**config.mk**
```make
export PLATFORM = sky130hd
export DESIGN_NAME = flash_id_cmd
export DESIGN_NICKNAME = d
export VERILOG_FILES = /design/src/flash_id_pkg.sv /design/src/flash_id_cmd.sv
export SDC_FILE = /design/constraint.sdc
export NUM_CORES = 1
export LEC_CHECK = 0
export BUFFER_PORTS_ARGS = -buffer_cell sky130_fd_sc_hd__buf_4
export CORE_AREA = 4 4 137 139
export CTS_CLUSTER_DIAMETER = 80
export DETAILED_ROUTE_END_ITERATION = 8
export DIE_AREA = 0 0 141 143
export SETUP_SLACK_MARGIN = 0.5
export SLEW_MARGIN = 25
export SYNTH_ARGS = -nofsm -noshare
export SYNTH_HDL_FRONTEND = slang
export SYNTH_SLANG_ARGS = --single-unit
```
**constraint.sdc**
```tcl
create_clock -name clk -period 8.42 [get_ports clk]
set_input_delay 0.421 -clock clk [delete_from_list [all_inputs] [get_ports clk]]
set_output_delay 0.421 -clock clk [all_outputs]
set_load 0.05 [all_outputs]
```
**src/flash_id_pkg.sv**
```systemverilog
// shared constants and types for the flash identification command block
package flash_id_pkg;

  // opcodes handled here
  localparam logic [7:0] OP_WAKE_ID       = 8'hab;
  localparam logic [7:0] OP_MAKER_DEV     = 8'h90;
  localparam logic [7:0] OP_STD_ID        = 8'h9f;
  localparam logic [7:0] OP_SECURE_ENTER  = 8'h3a;
  localparam logic [7:0] OP_LATCH_CLEAR   = 8'h04;
  localparam logic [7:0] OP_TABLE_READ    = 8'h5a;

  // core clock
  localparam int CLK_PERIOD_NS = 10;

  // serial field lengths, as last bit index; STD_ID_LAST as last byte index
  localparam logic [4:0] OPCODE_LAST_BIT = 5'd7;
  localparam logic [4:0] ADDR_LAST_BIT   = 5'd23;
  localparam logic [4:0] DUMMY_LAST_BIT  = 5'd7;
  localparam logic [2:0] BYTE_LAST_BIT   = 3'd7;
  localparam logic [1:0] STD_ID_LAST     = 2'd2;

  // parameter table address width, wraps after the top entry
  localparam int TABLE_AW = 7;

  // secure sector window while in secure-sector mode
  localparam logic [23:0] SECURE_BASE = 24'h07f000;
  localparam logic [23:0] SECURE_LAST = 24'h07f1ff;

  // reset values
  localparam logic RST_DEEP_SLEEP  = 1'b0;
  localparam logic RST_SECURE_MODE = 1'b0;
  localparam logic RST_ALLOWED     = 1'b1;
  localparam logic [15:0] RST_WAKE_CNT = 16'h0000;

  typedef enum logic [2:0] {
    ST_IDLE  = 3'b000,
    ST_CMD   = 3'b001,
    ST_ADDR  = 3'b010,
    ST_DUMMY = 3'b011,
    ST_OUT   = 3'b100,
    ST_SKIP  = 3'b101
  } state_e;

  typedef enum logic [1:0] {
    OM_DEV   = 2'b00,
    OM_MAKER = 2'b01,
    OM_STD   = 2'b10,
    OM_TABLE = 2'b11
  } outmode_e;

endpackage

```
**src/flash_id_cmd.sv**
```systemverilog
// identification, secure-sector and parameter-table command handling
//
// Contract
// host keeps select high for wake time
// ABh plus three dummies returns device ID
// device ID repeats until select rises
// wake from deep sleep delayed, else immediate
// ABh not decoded during write cycles
// ABh returns ID without prior deep sleep
// 90h address 0: maker then device ID
// 90h address 1: device ID first
// 90h and 9Fh refused in quad mode
// 9Fh returns maker, type, capacity bytes
// 9Fh not decoded during erase or program
// host avoids 9Fh during deep sleep
// 3Ah enters secure mode, sector 127 mapped
// protect bit reads as secure lock bit
// big erases and suspend refused in secure mode
// other sectors writable only when unlocked
// 04h leaves secure mode
// secure sector erased only by sector erase
// 5Ah, address, dummy, then table bytes
// table address increments and wraps to zero
// 5Ah rejected during write cycles
// table holds signature, header, basic table
// deep sleep ignores all but ABh
// partial opcode dropped on deselect
`timescale 1ns/1ps

module flash_id_cmd #(
  parameter logic [7:0] MAKER_ID        = 8'h5e, // arbitrary value
  parameter logic [7:0] DEVICE_ID       = 8'h12, // arbitrary value
  parameter logic [7:0] MEM_TYPE        = 8'h38, // arbitrary value
  parameter logic [7:0] CAPACITY        = 8'h13, // arbitrary value
  parameter int         WAKE_TIME_NS    = 3000,
  parameter int         WAKE_ID_TIME_NS = 1800
) (
  input  wire logic        clk,
  input  wire logic        sys_rst,
  input  wire logic        clkEn,
  input  wire logic        chipSelN,
  input  wire logic        serialClk,
  input  wire logic        serial_in,
  input  wire logic        eraseProgBusy,
  input  wire logic        statusWriteBusy,
  input  wire logic        quadCmdMode,
  input  wire logic        status_protect_bit,
  input  wire logic        deepSleepReq,
  input  wire logic [23:0] arrayAddr,
  output logic             serialOut,
  output logic             serialOutEn,
  output logic             deep_sleep,
  output logic             standbyReady,
  output logic             secureMode,
  output logic             secureLockBit,
  output logic             secureHit,
  output logic             bigEraseAllowed,
  output logic             suspendAllowed,
  output logic             otherWriteAllowed,
  output logic             secureEraseAllowed,
  output logic             opcodeValid,
  output logic [7:0]       opcodeOut
);

  localparam int CLK_PERIOD_NS_I = flash_id_pkg::CLK_PERIOD_NS;
  localparam int AW = flash_id_pkg::TABLE_AW;
  localparam logic [15:0] WAKE_CNT =
    16'((WAKE_TIME_NS + CLK_PERIOD_NS_I - 1) / CLK_PERIOD_NS_I);
  localparam logic [15:0] WAKE_ID_CNT =
    16'((WAKE_ID_TIME_NS + CLK_PERIOD_NS_I - 1) / CLK_PERIOD_NS_I);

  // pin synchronisers
  logic csSync1_q, csSync2_q, csPrev_q;
  logic sckSync1_q, sckSync2_q, sckPrev_q;
  logic sinSync1_q, sinSync2_q;

  // command engine
  flash_id_pkg::state_e   state_q;
  flash_id_pkg::outmode_e outMode_q;
  logic [4:0]   bitCnt_q;
  logic [7:0]   opc_q;
  logic [23:0]  shiftIn_q;
  logic         cmdOk_q;

  // output engine
  logic [2:0]    outBit_q;
  logic [1:0]    byteCnt_q;
  logic [AW-1:0] addr_q;
  logic          swap_q;

  // mode state
  logic         waking_q;
  logic [15:0]  wakeCnt_q;

  logic         csRise, sckRise, sckFall, busyAny;
  logic [7:0]   newOp;
  logic [23:0]  addrNew;
  logic [7:0]   curByte;
  logic         addrLoad;
  flash_id_pkg::state_e   decState;
  flash_id_pkg::outmode_e decMode;
  logic         decOk, decFwd;

  // discoverable parameter table
  function automatic logic [7:0] tableByte(input logic [AW-1:0] a);
    case (a)
      7'h00: tableByte = 8'h53;
      7'h01: tableByte = 8'h46;
      7'h02: tableByte = 8'h44;
      7'h03: tableByte = 8'h50;
      7'h04: tableByte = 8'h00;
      7'h05: tableByte = 8'h01;
      7'h06: tableByte = 8'h00;
      7'h08: tableByte = 8'h00;
      7'h09: tableByte = 8'h00;
      7'h0a: tableByte = 8'h01;
      7'h0b: tableByte = 8'h09;
      7'h0c: tableByte = 8'h30;
      7'h0d: tableByte = 8'h00;
      7'h0e: tableByte = 8'h00;
      7'h30: tableByte = 8'he5;
      7'h31: tableByte = 8'h20;
      7'h32: tableByte = 8'hf1;
      7'h36: tableByte = 8'h3f;
      7'h37: tableByte = 8'h00;
      7'h38: tableByte = 8'h44;
      7'h39: tableByte = 8'heb;
      7'h3a: tableByte = 8'h08;
      7'h3b: tableByte = 8'h6b;
      7'h3c: tableByte = 8'h08;
      7'h3d: tableByte = 8'h3b;
      7'h3e: tableByte = 8'h04;
      7'h3f: tableByte = 8'hbb;
      7'h40: tableByte = 8'hfe;
      7'h46: tableByte = 8'h00;
      7'h4a: tableByte = 8'h44;
      7'h4b: tableByte = 8'heb;
      7'h4c: tableByte = 8'h0c;
      7'h4d: tableByte = 8'h20;
      7'h4e: tableByte = 8'h0f;
      7'h4f: tableByte = 8'h52;
      7'h50: tableByte = 8'h10;
      7'h51: tableByte = 8'hd8;
      7'h52: tableByte = 8'h00;
      // reserved and unused entries read all ones
      default: tableByte = 8'hff;
    endcase
  endfunction

  // pins come from the host's domain: two flops before any use
  always_ff @(posedge clk) begin
    if (sys_rst) begin
      csSync1_q  <= 1'b1;
      csSync2_q  <= 1'b1;
      csPrev_q   <= 1'b1;
      sckSync1_q <= 1'b0;
      sckSync2_q <= 1'b0;
      sckPrev_q  <= 1'b0;
      sinSync1_q <= 1'b0;
      sinSync2_q <= 1'b0;
    end else if (clkEn) begin
      csSync1_q  <= chipSelN;
      csSync2_q  <= csSync1_q;
      csPrev_q   <= csSync2_q;
      sckSync1_q <= serialClk;
      sckSync2_q <= sckSync1_q;
      sckPrev_q  <= sckSync2_q;
      sinSync1_q <= serial_in;
      sinSync2_q <= sinSync1_q;
    end
  end

  assign csRise   = csSync2_q & ~csPrev_q;
  assign sckRise  = sckSync2_q & ~sckPrev_q & ~csSync2_q;
  assign sckFall  = ~sckSync2_q & sckPrev_q & ~csSync2_q;
  assign busyAny  = eraseProgBusy | statusWriteBusy;
  assign newOp    = {opc_q[6:0], sinSync2_q};
  assign addrNew  = {shiftIn_q[22:0], sinSync2_q};
  assign addrLoad = (state_q == flash_id_pkg::ST_ADDR) && sckRise &&
                    (bitCnt_q == flash_id_pkg::ADDR_LAST_BIT);

  // opcode decode at the eighth bit
  always_comb begin
    decState = flash_id_pkg::ST_SKIP;
    decMode  = flash_id_pkg::OM_DEV;
    decOk    = 1'b0;
    decFwd   = 1'b0;
    if (deep_sleep) begin
      if (newOp == flash_id_pkg::OP_WAKE_ID) begin
        decState = flash_id_pkg::ST_ADDR;
        decOk    = 1'b1;
      end
    end else begin
      case (newOp)
        flash_id_pkg::OP_WAKE_ID: begin
          if (!busyAny) begin
            decState = flash_id_pkg::ST_ADDR;
            decOk    = 1'b1;
          end
        end
        flash_id_pkg::OP_MAKER_DEV: begin
          if (!quadCmdMode) begin
            decState = flash_id_pkg::ST_ADDR;
            decMode  = flash_id_pkg::OM_MAKER;
            decOk    = 1'b1;
          end
        end
        flash_id_pkg::OP_STD_ID: begin
          if (!quadCmdMode && !eraseProgBusy) begin
            decState = flash_id_pkg::ST_OUT;
            decMode  = flash_id_pkg::OM_STD;
            decOk    = 1'b1;
          end
        end
        flash_id_pkg::OP_TABLE_READ: begin
          if (!busyAny) begin
            decState = flash_id_pkg::ST_ADDR;
            decMode  = flash_id_pkg::OM_TABLE;
            decOk    = 1'b1;
          end
        end
        flash_id_pkg::OP_SECURE_ENTER: decOk = 1'b1;
        flash_id_pkg::OP_LATCH_CLEAR: begin
          // write-latch logic elsewhere also needs this one
          decOk  = 1'b1;
          decFwd = 1'b1;
        end
        default: decFwd = 1'b1;
      endcase
    end
  end

  // command engine
  always_ff @(posedge clk) begin
    if (sys_rst) begin
      state_q     <= flash_id_pkg::ST_IDLE;
      outMode_q   <= flash_id_pkg::OM_DEV;
      bitCnt_q    <= 5'h00;
      opc_q       <= 8'h00;
      shiftIn_q   <= 24'h000000;
      cmdOk_q     <= 1'b0;
      opcodeValid <= 1'b0;
      opcodeOut   <= 8'h00;
    end else if (clkEn) begin
      opcodeValid <= 1'b0;
      if (csSync2_q) begin
        state_q  <= flash_id_pkg::ST_IDLE;
        bitCnt_q <= 5'h00;
      end else begin
        case (state_q)
          flash_id_pkg::ST_IDLE: begin
            cmdOk_q <= 1'b0;
            // a selection during the wake delay is not served
            if (waking_q) begin
              state_q <= flash_id_pkg::ST_SKIP;
            end else begin
              state_q <= flash_id_pkg::ST_CMD;
            end
          end
          flash_id_pkg::ST_CMD: begin
            if (sckRise) begin
              opc_q    <= newOp;
              bitCnt_q <= bitCnt_q + 5'd1;
              if (bitCnt_q == flash_id_pkg::OPCODE_LAST_BIT) begin
                bitCnt_q    <= 5'h00;
                state_q     <= decState;
                outMode_q   <= decMode;
                cmdOk_q     <= decOk;
                opcodeValid <= decFwd;
                opcodeOut   <= newOp;
              end
            end
          end
          flash_id_pkg::ST_ADDR: begin
            if (sckRise) begin
              shiftIn_q <= addrNew;
              bitCnt_q  <= bitCnt_q + 5'd1;
              if (bitCnt_q == flash_id_pkg::ADDR_LAST_BIT) begin
                bitCnt_q <= 5'h00;
                if (outMode_q == flash_id_pkg::OM_TABLE) begin
                  state_q <= flash_id_pkg::ST_DUMMY;
                end else begin
                  state_q <= flash_id_pkg::ST_OUT;
                end
              end
            end
          end
          flash_id_pkg::ST_DUMMY: begin
            if (sckRise) begin
              bitCnt_q <= bitCnt_q + 5'd1;
              if (bitCnt_q == flash_id_pkg::DUMMY_LAST_BIT) begin
                bitCnt_q <= 5'h00;
                state_q  <= flash_id_pkg::ST_OUT;
              end
            end
          end
          flash_id_pkg::ST_OUT: state_q <= flash_id_pkg::ST_OUT;
          flash_id_pkg::ST_SKIP: state_q <= flash_id_pkg::ST_SKIP;
          default: state_q <= flash_id_pkg::ST_IDLE;
        endcase
      end
    end
  end

  // byte presented on the data line
  always_comb begin
    case (outMode_q)
      flash_id_pkg::OM_DEV: curByte = DEVICE_ID;
      flash_id_pkg::OM_MAKER: begin
        if (byteCnt_q[0] ^ swap_q) begin
          curByte = DEVICE_ID;
        end else begin
          curByte = MAKER_ID;
        end
      end
      flash_id_pkg::OM_STD: begin
        case (byteCnt_q)
          2'd0: curByte = MAKER_ID;
          2'd1: curByte = MEM_TYPE;
          default: curByte = CAPACITY;
        endcase
      end
      default: curByte = tableByte(addr_q);
    endcase
  end

  // output engine: shifts on the host's falling clock edge
  always_ff @(posedge clk) begin
    if (sys_rst) begin
      serialOut   <= 1'b0;
      serialOutEn <= 1'b0;
      outBit_q    <= 3'h0;
      byteCnt_q   <= 2'h0;
      addr_q      <= '0;
      swap_q      <= 1'b0;
    end else if (clkEn) begin
      if (state_q != flash_id_pkg::ST_OUT) begin
        serialOutEn <= 1'b0;
        outBit_q    <= 3'h0;
        byteCnt_q   <= 2'h0;
        if (addrLoad) begin
          addr_q <= addrNew[AW-1:0];
          swap_q <= addrNew[0];
        end
      end else if (sckFall) begin
        serialOutEn <= 1'b1;
        serialOut   <= curByte[flash_id_pkg::BYTE_LAST_BIT - outBit_q];
        outBit_q    <= outBit_q + 3'd1;
        if (outBit_q == flash_id_pkg::BYTE_LAST_BIT) begin
          // natural wrap of the counter takes the top entry back to zero
          addr_q <= addr_q + 1'b1;
          if (outMode_q == flash_id_pkg::OM_STD &&
              byteCnt_q == flash_id_pkg::STD_ID_LAST) begin
            byteCnt_q <= 2'h0;
          end else begin
            byteCnt_q <= byteCnt_q + 2'd1;
          end
        end
      end
    end
  end

  // sleep entered on request; wake and secure-sector mode committed on deselect
  always_ff @(posedge clk) begin
    if (sys_rst) begin
      deep_sleep <= flash_id_pkg::RST_DEEP_SLEEP;
      secureMode <= flash_id_pkg::RST_SECURE_MODE;
      waking_q   <= 1'b0;
      wakeCnt_q  <= flash_id_pkg::RST_WAKE_CNT;
    end else if (clkEn) begin
      if (waking_q) begin
        if (wakeCnt_q == 16'h0000) begin
          waking_q   <= 1'b0;
          deep_sleep <= 1'b0;
        end else begin
          wakeCnt_q <= wakeCnt_q - 16'd1;
        end
      end else if (csRise && cmdOk_q) begin
        if (deep_sleep) begin
          if (opc_q == flash_id_pkg::OP_WAKE_ID) begin
            waking_q <= 1'b1;
            // an id read that reached output uses the second delay
            if (state_q == flash_id_pkg::ST_OUT) begin
              wakeCnt_q <= WAKE_ID_CNT - 16'd1;
            end else begin
              wakeCnt_q <= WAKE_CNT - 16'd1;
            end
          end
        end else if (opc_q == flash_id_pkg::OP_SECURE_ENTER) begin
          secureMode <= 1'b1;
        end else if (opc_q == flash_id_pkg::OP_LATCH_CLEAR) begin
          secureMode <= 1'b0;
        end
      end else if (deepSleepReq && !busyAny) begin
        deep_sleep <= 1'b1;
      end
    end
  end

  // permissions seen by the erase, program and status logic
  always_ff @(posedge clk) begin
    if (sys_rst) begin
      standbyReady       <= 1'b1;
      secureLockBit      <= 1'b0;
      secureHit          <= 1'b0;
      bigEraseAllowed    <= flash_id_pkg::RST_ALLOWED;
      suspendAllowed     <= flash_id_pkg::RST_ALLOWED;
      otherWriteAllowed  <= flash_id_pkg::RST_ALLOWED;
      secureEraseAllowed <= 1'b0;
    end else if (clkEn) begin
      standbyReady       <= !deep_sleep && !waking_q;
      secureLockBit      <= secureMode & status_protect_bit;
      secureHit          <= secureMode &&
                            arrayAddr >= flash_id_pkg::SECURE_BASE &&
                            arrayAddr <= flash_id_pkg::SECURE_LAST;
      bigEraseAllowed    <= !secureMode;
      suspendAllowed     <= !secureMode;
      otherWriteAllowed  <= !secureMode || !status_protect_bit;
      secureEraseAllowed <= secureMode;
    end
  end

endmodule // flash_id_cmd

```
---- Word-level counts from Yosys, hierarchy flattened ----
Memories as Yosys holds them, arrays and structs flattened. A register that Yosys moved wholly into a read port is not among the register bits.
Index checks and enable logic that the tools add are counted.
W data, S select, Z words.
operators by class
  add/sub/neg operators ................... 6
  $lt $le $gt $ge ......................... 3
  equal/unequal tests ..................... 36
  multiplexer cells ....................... 78
  bitwise logic cells ..................... 15
  reductions and logical operators ........ 48
operators by type and width
  kind                     count
  $mux W16                 5
  $mux W7                  7
  $mux W3                  15
  $eq A8 B8 Y1 const B     4
  $mux W1                  29
  $mux W5                  5
  $ge A24 B19 Y1 const B   1
  $le A24 B19 Y1 const B   1
  $pmux W8 S3              1
  $reduce_and A4 Y1        5
  $reduce_and A5 Y1        4
  $ne A3 B3 Y1 const B     6
  $pmux W3 S6              1
  $eq A8 B3 Y1 const B     2
  $eq A8 B6 Y1 const B     2
  $logic_not A16 Y1        1
  $reduce_bool A2 Y1       8
  $sub A16 B1 Y16 const B  1
  $mux W2                  7
  $pmux W7 S2              1
  $ne A2 B2 Y1 const B     5
  $pmux W5 S2              1
  $eq A3 B3 Y1 const B     3
  $logic_and A1 B1 Y1      9
  other kinds (36)         62
word-level totals
  register bits ........................... 82
  ROM bits ................................ 1024
  input port bits ......................... 35
  output and inout bits ................... 20
  word-level logic and storage cells ...... 219
  memories ................................ 1
memories
  memory            depth  bits a word  read ports  clocked after memory_dff  write ports  line                 source
  (name not given)  128    8            1           1                         0            flash_id_cmd.sv:106  case (a)

---- Longest topological paths before layout ----
Gate-level depths: netlist of the first run.
  depth after elaboration ................. 9
  mapped depth ............................ 14

---- Worst setup path after synthesis of the first run ----
OpenSTA, ideal clock, no wires.
  path kind ............................... register to register
  start point ............................. register csSync2_q
  end point ............................... register with a tool-made name
  library setup time ...................... 117 ps
  arrival ................................. 3057 ps
  required time ........................... 8303 ps
  slack ................................... 5246 ps
  stages on the path, launching flop included .. 12
  path buffers ............................ 2
  clock period less this slack ............ 3174 ps
  cells stage by stage .................... dfxtp_1 -> buf_2 -> or4b_4 -> o31ai_4 -> nand3_1 -> a32oi_2 -> inv_1 -> ha_1 -> clkbuf_1 -> o211a_1 -> a311o_1 -> a22o_1
RTL lines
  element                 line                 source
  start, declared         flash_id_cmd.sv:73   logic csSync1_q, csSync2_q, csPrev_q;
  start signal, assigned  flash_id_cmd.sv:163  csSync2_q <= csSync1_q;

==> impl_metrics.tcl, run 1 <==
set metrics [dict create \
    maxSlewViolCount 0 \
    fmax_ghz 0.245 \
    cp_top_family "compound AO/OA/AOI/OAI gates" \
    grt_pass1_wl_um 21400 \
    cellLeakagePower_nw 2.24 \
    synth_ff_type "dfxtp_1" \
    cts_hold_buf 0 \
    slowest_delay_ns 0.66 \
    overflow 0 \
    synth_edf_count 0 \
    cp.required_ns 8.65 \
    syn_nets 708 \
    ant_nets 0 \
    yosys.area_share.simple_pct 27.1 \
    tritoncts "done" \
    antenna_found_initial 0 \
    portBuffers 45 \
    yosysSeqAreaShare_pct 34.6 \
    grt_max_degree 67 \
    synthCells 661 \
    grt_pass1_vias 4390 \
    clockBufferDepth 2 \
    initial_core_util_pct 29.5 \
    globalplace.congestion 0.878 \
    rsz0062_at_grt "false" \
    hold_class "input port to flop" \
    powerDensity_nw_per_um2 145 \
    n_fill_cell 1889 \
    io_pins 55 \
    fin_crit_ns 4.08 \
    grt_usage_pct 12.6 \
    drive_gt1_share_pct 12.0 \
    hold_ws_ns 0.300 \
    clock_skew_ns 0.00988 \
    place_ws_ns 4.37 \
    path_clk_slew_ns 0.06 \
    fp.dieW_um 141 \
    root_buffer "clkbuf_16" \
    finalPower_w 0.000864 \
    remaining_drc_errors 0 \
    synth_compound_area_share_pct 22.1 \
    ys_types 85 \
    crit_path_cell_trace "or3b_1 -> a22oi_2 -> nor2_2 -> a32oi_2 -> inv_1 -> ha_1 -> o211a_1 -> a311o_1 -> a22o_1" \
    r2r-start "state_q[2]$_SDFFE_PP0P_" \
    setup_viol 0 \
    htreeDepth 3 \
    ff2ff_setup_slack_ns 4.34 \
    postCtsSetupBuffers 0 \
    fp.dieH_um 143 \
    wl_per_cell_um 14.1 \
    fp.dieArea_um2 20200 \
    min_from "chipSelN" \
    vdd_drop_max_v 0.0000747 \
    layout.nets 723 \
    end_kind "flop" \
    critPathSlowestCell "or3b_1" \
    max_cap_violations 0 \
    post_cts_resized 0 \
    critPathLaunchType "flop" \
    slew_headroom_pct 36.9 \
    holdPathStages 3 \
    coreArea_um2 17700 \
    numCtsBuffers 9 \
    synthMuxAreaShare_pct 6.20 \
    syn_avg_cell_area_um2 7.88 \
    async_reset_ff_share_pct 0 \
    worstPathArrival_ns 4.31 \
    hpwl_um 8830 \
    clk_latency_ns 0.34 \
    timing_hold_violations_final 0 \
    rows 49 \
    synth-adder-area-share_pct 2.88 \
    ys_ff_latch 90 \
    firstDrtPassIters 5 \
    clock_sinks 90 \
    drt_iter0_markers 370 \
    netlist_area_um2 5210 \
    final.setup.tns_ns 0 \
    drt_wl_total_um 12800 \
    yosys.area_share.xor_xnor_pct 2.02 \
    vias 4794 \
    routed_via_density 5.27 \
    status "finished clean" \
    min_to "csSync1_q$_SDFFE_PP1P_" \
    period_share_pct 48.5 \
    synth_top_family_by_area "simple AND/OR/NAND/NOR gates" \
    tightest_slew_ns 0.939 \
    critical_path_class "flop to flop" \
    ff2ff_path_depth 9 \
    area_growth_pct 14.2 \
    place_area_um2 5650 \
    cp_num_buf_inv 1 \
    fin_ws_ns 4.34 \
    critPathMaxFanout 16 \
    fin_area_um2 5950 \
    n_antenna_cell 0 \
    yosys_warnings 0 \
]
[worst register-to-register path, delay by kind of cell (launching register included)]
family          cells  cell delay [ns]
compound gates      5             1.86
fa+ha+maj           1             0.40
simple gates        2             0.83
flops               1             0.57
buf+inv             1             0.32
[per-stage QoR]
step | util, % | cells
finish | 33.7 | 910
detailed placement | 32.0 | 893
global route | 33.7 | 910
floorplan | - | 661
global placement | 32.0 | 893
CTS | 33.6 | 909
[layout by cell type, fill, tap and decap left out, types with 4 or more instances in the layout]
cell / instances
nand2_1: 100
dfxtp_1: 90
nor2_1: 68
a21oi_1: 47
buf_4: 45
mux2i_1: 30
o21ai_0: 28
inv_1: 18
nor3_1: 17
nand3_1: 14
a31oi_1: 13
nor4_1: 12
ha_1: 12
nor2b_1: 10
nand2b_1: 9
clkbuf_16: 9
or3_1: 7
xnor2_1: 6
a211oi_1: 6
nand3b_1: 6
or4_1: 6
xor2_1: 6
and2_1: 5
o211ai_1: 5
o221ai_1: 5
a22oi_1: 5
o21ai_1: 4
o21a_1: 4
o22ai_1: 4
a221oi_1: 4
o31ai_1: 4
nand4_1: 4
[registers in the layout, summed over array words and instances (netlist names), 2 cells and up, named ones only]
name	flops
outBit_q	3
bitCnt_q	5
addr_q	7
outMode_q	2
shiftIn_q	6
wakeCnt_q	16
state_q	3
byteCnt_q	2
opc_q	8
opcodeOut	8
[worst max path at each step]
stage / from / end / slack (ns) / cells after the start
floorplan: csSync2_q$_SDFFE_PP1P_ / flop / 5.25 / 11
finish: state_q[2]$_SDFFE_PP0P_ / flop / 4.34 / 9
detailed placement: state_q[2]$_SDFFE_PP0P_ / flop / 4.37 / 9
global placement: state_q[2]$_SDFFE_PP0P_ / flop / 4.34 / 9
global route: state_q[2]$_SDFFE_PP0P_ / flop / 4.10 / 9
CTS: state_q[2]$_SDFFE_PP0P_ / flop / 4.36 / 9
[power breakdown]
group	switching, W	internal (W)	total [W]	leakage, nW
clock	0.000169	0.000229	0.000399	0.142
combinational	0.0000205	0.0000138	0.0000343	1.37
sequential	0.00000348	0.000428	0.000431	0.726
total	0.000193	0.000671	0.000864	2.24
[synthesized netlist by cell type (5+ instances only)]
master | n | area, um2
o221ai_1 | 5 | 43.8
o211ai_1 | 5 | 37.5
nand2_1 | 100 | 375
clkbuf_1 | 30 | 113
or4_1 | 6 | 45.0
or3_1 | 7 | 43.8
nor2b_1 | 10 | 62.6
nor2_1 | 68 | 255
a22oi_1 | 5 | 37.5
a31oi_1 | 13 | 81.3
xnor2_1 | 6 | 52.6
buf_2 | 6 | 30.0
nand3_1 | 14 | 70.1
nand3b_1 | 6 | 45.0
a211oi_1 | 6 | 45.0
mux2i_1 | 30 | 300
ha_1 | 12 | 150
a21oi_1 | 47 | 235
and2_1 | 5 | 31.3
o21ai_0 | 29 | 145
nor3_1 | 17 | 85.1
dfxtp_1 | 90 | 1800
inv_1 | 18 | 67.6
nor4_1 | 12 | 75.1
nand2b_1 | 9 | 56.3
xor2_1 | 6 | 52.6
[cells by family after synthesis]
family / Yosys count
simple gates: 284
compound gates: 168
mux: 32
flops: 90
fa+ha+maj: 12
xor+xnor: 12
buf+inv: 63
[area by class of cell]
cell class | instances | area, um2 | area share (%)
timing repair buffer | 46 | 345 | 5.81
inverter | 21 | 78.8 | 1.33
tap | 229 | 287 | 4.82
sequential | 90 | 1800 | 30.3
multi-input combinational | 508 | 3140 | 52.8
clock buffer | 9 | 225 | 3.79
clock inverter | 7 | 68.8 | 1.16
[layer usage]
| layer | GRT usage [%] | vias to the layer above | wire length (um) |
|---|---|---|---|
| li1 | - | 2417 | - |
| met5 | 0 | - | 0 |
| met4 | 4.18 | 0 | 250 |
| met2 | 20.0 | 107 | 5680 |
| met3 | 2.41 | 21 | 570 |
| met1 | 17.2 | 2249 | 6300 |
(Power assumes the default switching activity.)
==> inputs of run 2 (changes only) <==
--- a/config.mk
+++ b/config.mk
@@ -5,11 +5,12 @@
 export SDC_FILE = /design/constraint.sdc
 export NUM_CORES = 1
 export LEC_CHECK = 0
+export ABC_AREA = 1
 export BUFFER_PORTS_ARGS = -buffer_cell sky130_fd_sc_hd__buf_4
-export CORE_AREA = 4 4 137 139
+export CORE_AREA = 4 4 139 141
 export CTS_CLUSTER_DIAMETER = 80
 export DETAILED_ROUTE_END_ITERATION = 8
-export DIE_AREA = 0 0 141 143
+export DIE_AREA = 0 0 143 145
 export SETUP_SLACK_MARGIN = 0.5
 export SLEW_MARGIN = 25
 export SYNTH_ARGS = -nofsm -noshare
==> constraint.sdc (replaced) <==
create_clock -name clk -period 3.35 [get_ports clk]
set_input_delay 0.1675 -clock clk [delete_from_list [all_inputs] [get_ports clk]]
set_output_delay 0.1675 -clock clk [all_outputs]
set_load 0.05 [all_outputs]
==> impl_metrics.tcl, run 2 <==
set metrics [dict create \
    rows 49 \
    tightest_slew_ns 0.554 \
    syn_avg_cell_area_um2 6.69 \
    clock_skew_ns 0.00813 \
    cp.required_ns 3.59 \
    layout.nets 885 \
    clockBufferDepth 2 \
    ant_nets 0 \
    yosysMostFrequentCell "nand2_1" \
    critical_path_class "flop to flop" \
    slowest_delay_ns 0.53 \
    fp.dieH_um 145 \
    htreeDepth 3 \
    powerDensity_nw_per_um2 372 \
    status "finished clean" \
    critPathMaxFanout 14 \
    fp.dieW_um 143 \
    netlist_area_um2 5360 \
    maxSlewViolCount 0 \
    clock_sinks 90 \
    synth_edf_count 0 \
    setup_viol 0 \
    syn_nets 848 \
    rsz0062_at_grt "false" \
    largest_reg_flops 16 \
    path_clk_slew_ns 0.07 \
    grt_usage_pct 13.0 \
    final_cell_mix "nand2_1 (175), nor2_1 (92), dfxtp_1 (87)" \
    place_ws_ns 0.587 \
    end_kind "flop" \
    vias 5221 \
    fp.dieArea_um2 20700 \
    regMostFlops "wakeCnt_q" \
    ys_types 46 \
    yosysSeqAreaShare_pct 33.6 \
    portBuffers 45 \
    coreArea_um2 18000 \
    io_pins 55 \
    grt_max_degree 38 \
    reg.largest.list "wakeCnt_q: 16 flops, opc_q: 8 flops, opcodeOut: 8 flops" \
    final_common_cell "nand2_1" \
    numCtsBuffers 9 \
    overflow 0 \
    tritoncts "done" \
    critPathSlowestCell "dfxtp_1" \
    drt_wl_total_um 13300 \
    finalPower_w 0.00231 \
    fin_crit_ns 2.64 \
    cts_hold_buf 0 \
    async_reset_ff_share_pct 0 \
    timing_hold_violations_final 0 \
    slew_headroom_pct 62.9 \
    area_growth_pct 15.9 \
    drt_iter0_markers 413 \
    grt_pass1_vias 4763 \
    root_buffer "clkbuf_16" \
    final.setup.tns_ns 0 \
    cellLeakagePower_nw 2.65 \
    clk_latency_ns 0.35 \
    globalplace.congestion 0.887 \
    remaining_drc_errors 0 \
    synth_common_cells "nand2_1 (176), nor2_1 (92), dfxtp_1 (90)" \
    max_cap_violations 0 \
    ys_ff_latch 90 \
    wl_per_cell_um 12.5 \
    synth_top_cell_area_share_pct 33.6 \
    fmax_ghz 0.379 \
    critPathLaunchType "flop" \
    n_antenna_cell 0 \
    vdd_drop_max_v 0.000253 \
    period_share_pct 78.7 \
    crit_path_cell_trace "nor2_4 -> nand2_4 -> nand2_1 -> nand2_4 -> nand2_4 -> nand2_1 -> nand3_4 -> buf_4 -> ha_1 -> inv_1 -> nand2_1 -> nand2_1 -> nand2_1 -> nand3_1 -> nand2_1 -> nand2_1 -> nand2_1 -> nand2_1" \
    cp_common_cell "nand2_1" \
    hold_class "input port to flop" \
    synthCells 801 \
    ff2ff_setup_slack_ns 0.71 \
    yosys_warnings 0 \
    hpwl_um 9690 \
    routed_via_density 4.87 \
    initial_core_util_pct 29.8 \
    antenna_found_initial 0 \
    worstPathArrival_ns 2.88 \
    fin_ws_ns 0.714 \
    synth_ff_type "dfxtp_1" \
    yosysTopAreaCell "dfxtp_1" \
    drive_gt1_share_pct 15.3 \
    synth_area_leaders "dfxtp_1 (34%), nand2_1 (12%), nor2_1 (6.4%)" \
    grt_pass1_wl_um 22600 \
    firstDrtPassIters 6 \
]
## run 2: path summary, 6_finish.rpt
kind,startpoint,end,depth (start not counted)
setup / recovery,state_q[1]$_SDFFE_PP0P_,flop,18
hold / removal,chipSelN,csSync1_q$_SDFFE_PP1P_,3
setup reg to reg,state_q[1]$_SDFFE_PP0P_,flop,18
hold reg to reg,wakeCnt_q[14]$_SDFFE_PP0P_,wakeCnt_q[14]$_SDFFE_PP0P_,1
## run 2: layer usage
metal  vias to the layer above  GRT usage, %  wire length (um)
met3                        15          2.27               584
met5                         -             0                 0
li1                       2734             -                 -
met1                      2359          17.8              6530
met4                         0          5.56               235
met2                       113          19.9              6000
## run 2: report_power, final
part	switching, W	internal [W]
combinational	0.0000825	0.0000455
sequential	0.0000114	0.00108
clock	0.000445	0.000645
## run 2: timing repair
action | 4_1_cts | 5_1_grt
buffers inserted | 0 | 3
setup endpoints to repair | 0 | 8
gates resized for setup | 0 | 9
## run 2: layout make-up
| class | count | area [um2] |
|---|---|---|
| fillers | 1925 | 11800 |
| multi-input cells | 589 | 3040 |
| flip-flops and latches | 90 | 1810 |
| repair buffers | 51 | 383 |
| inverters | 97 | 369 |
| well taps | 229 | 287 |
| clock buffers | 12 | 267 |
| clock inverters | 4 | 55.1 |
## run 2: metrics by stage
step | area [um2] | hold WS, ns | instances | util (%)
3_5_place_dp | 5840 | 0.388 | 1053 | 32.5
5_1_grt | 6210 | 0.0344 | 1072 | 34.6
3_3_place_gp | 5840 | 0.384 | 1053 | 32.5
6_report | 6210 | 0.0280 | 1072 | 34.6
4_1_cts | 6160 | 0.0182 | 1069 | 34.3
2_1_floorplan | 5360 | 0.294 | 801 | -
## run 2: logic make-up after synthesis
family | share of synthesized area [%]
flops | 33.6
buf+inv | 9.90
fa+ha+maj | 2.80
simple gates | 36.4
xor+xnor | 0.327
compound gates | 17.0
## run 2: critical path: cells and delay by family, from the launching register on
family,cells,cell delay [ns]
adders and majority gates,1,0.29
buffers and inverters,2,0.28
DFF,1,0.53
and+or+nand+nor,15,1.41
==> inputs of run 3 (changes only) <==
==> constraint.sdc (replaced) <==
create_clock -name clk -period 2.4 [get_ports clk]
set_input_delay 0.12 -clock clk [delete_from_list [all_inputs] [get_ports clk]]
set_output_delay 0.12 -clock clk [all_outputs]
set_load 0.05 [all_outputs]
==> impl_metrics.tcl, run 3 (synthesis gave the netlist of run 2 again) <==
set metrics [dict create \
    grt_max_degree 33 \
    regMostFlops "wakeCnt_q" \
    clock_skew_ns 0.0116 \
    slew_headroom_pct 61.6 \
    critPathMaxFanout 6 \
    firstDrtPassIters 5 \
    numCtsBuffers 9 \
    rows 49 \
    tritoncts "done" \
    drive_gt1_share_pct 30.8 \
    fmax_ghz 0.456 \
    worstPathArrival_ns 2.43 \
    overflow 0 \
    routed_via_density 4.86 \
    powerDensity_nw_per_um2 432 \
    finalPower_w 0.00316 \
    n_antenna_cell 0 \
    coreArea_um2 18000 \
    hpwl_um 10300 \
    p_clk_share_pct 44.7 \
    n_fill_cell 1815 \
    root_buffer "clkbuf_16" \
    final_common_cell "nand2_1" \
    multiInputGateArea_um2 3600 \
    clockBufferDepth 2 \
    drt_iter0_markers 430 \
    max_cap_violations 0 \
    area_growth_pct 36.8 \
    grt_pass1_vias 5122 \
    final.setup.tns_ns 0 \
    portBuffers 45 \
    final_core_util_pct 40.8 \
    clock_sinks 90 \
    critPathLaunchType "flop" \
    status "finished clean" \
    tightest_slew_ns 0.571 \
    p_sw_share_pct 26.4 \
    critical_path_class "flop to flop" \
    fp.dieW_um 143 \
    setup_viol 0 \
    period_share_pct 91.4 \
    grt_usage_pct 13.9 \
    reg.largest.list "wakeCnt_q: 16 flops, opc_q: 8 flops, opcodeOut: 8 flops" \
    wl_per_cell_um 13.3 \
    remaining_drc_errors 0 \
    antenna_found_initial 0 \
    grt_pass1_wl_um 23900 \
    globalplace.congestion 0.955 \
    p_int_w 0.00233 \
    cellLeakagePower_nw 3.03 \
    seq_power_share_pct 48.1 \
    hold_class "input port to flop" \
    timing_hold_violations_final 0 \
    fp.dieH_um 145 \
    cp.required_ns 2.64 \
    ff_latch_area_um2 1830 \
    drt_wl_total_um 15200 \
    path_clk_slew_ns 0.07 \
    fin_crit_ns 2.19 \
    p_sw_w 0.000835 \
    initial_core_util_pct 29.8 \
    maxSlewViolCount 0 \
    rsz0062_at_grt "true" \
    io_pins 55 \
    vias 5545 \
    pwr-share-comb_pct 7.2 \
    ant_nets 0 \
    clk_latency_ns 0.35 \
    layout.nets 953 \
    end_kind "flop" \
    htreeDepth 3 \
    vdd_drop_max_v 0.000252 \
    fp.dieArea_um2 20700 \
    final_cell_mix "nand2_1 (166), buf_4 (106), nor2_1 (78)" \
    largest_reg_flops 16 \
]
## run 3: cell count changes in the layout (fill, tap and decap cells not counted), moves of 11 or more
cell / before / now
buf_4: 51 / 106
nor2_1: 92 / 78
dfxtp_1: 87 / 74
inv_1: 83 / 72
nand3_1: 58 / 47
## run 3: power by group through the flow
stage / Combinational, W / Clock (W) / Sequential [W]
after floorplan: 0.000107 / 0 / 0.00157
after global placement: 0.000196 / 0 / 0.00156
after detailed placement: 0.000196 / 0 / 0.00156
after CTS: 0.000211 / 0.00145 / 0.00152
after global routing: 0.000250 / 0.00152 / 0.00152
final: 0.000227 / 0.00141 / 0.00152
## run 3: layer usage
layer	vias to the layer above	wire length, um	track usage, %	part of all wire, %
li1	2875	-	-	-
met1	2536	7040	18.5	46
met2	119	7350	22.6	48
met3	15	568	2.40	3.7
met4	0	212	4.85	1.4
met5	-	0	0	0
## run 3: path summary, 6_finish.rpt
| path | start | end | slack (ns) | cells past startpoint |
|---|---|---|---|---|
| max | state_q[0]$_SDFFE_PP0P_ | flop | 0.21 | 17 |
| min | serialClk | sckSync1_q$_SDFFE_PP0P_ | 0.03 | 3 |
| max reg2reg | state_q[0]$_SDFFE_PP0P_ | flop | 0.21 | 17 |
| min reg2reg | wakeCnt_q[14]$_SDFFE_PP0P_ | wakeCnt_q[14]$_SDFFE_PP0P_ | 0.46 | 1 |
## run 3: final cells by class
| cell class | instances | share of cell area [%] |
|---|---|---|
| Clock buffer | 9 | 3.07 |
| Clock inverter | 7 | 0.922 |
| Inverter | 97 | 5.36 |
| Multi-Input combinational cell | 592 | 49.1 |
| Sequential cell | 90 | 25.0 |
| Tap cell | 229 | 3.91 |
| Timing Repair Buffer | 116 | 12.6 |
## run 3: stage by stage
step,instance area [um2],std cells,hold slack (ns),setup WS [ns]
4_1_cts,6860,1120,0.00958,0.225
5_1_grt,7330,1140,0.0533,0.0485
6_report,7330,1140,0.0252,0.207
3_5_place_dp,6130,1073,0.342,0.122
3_3_place_gp,6130,1073,0.340,0.147
2_1_floorplan,5500,801,0.246,0.364
## run 3: critical path, cell delays in order, from the launching register on
cell	delay, ns
dfxtp_2	0.35
inv_2	0.11
nand3_2	0.10
nor2_2	0.12
nand2_2	0.08
nand2_4	0.14
nand2_8	0.10
nand2_4	0.07
nand3_4	0.13
inv_8	0.12
ha_4	0.14
nand4_1	0.16
nand3_2	0.12
nand2_1	0.05
inv_1	0.05
nand2_1	0.05
a21oi_2	0.11
nand2_1	0.06
## run 3: what timing repair did
action | in CTS | in global routing
pin swaps | 28 | 35
hold buffers | 2 | 0
setup endpoints to repair | 26 | 42
endpoints found under the hold margin | 2 | 0
resized for setup | 51 | 79
gates cloned | 0 | 3
setup buffers | 29 | 17
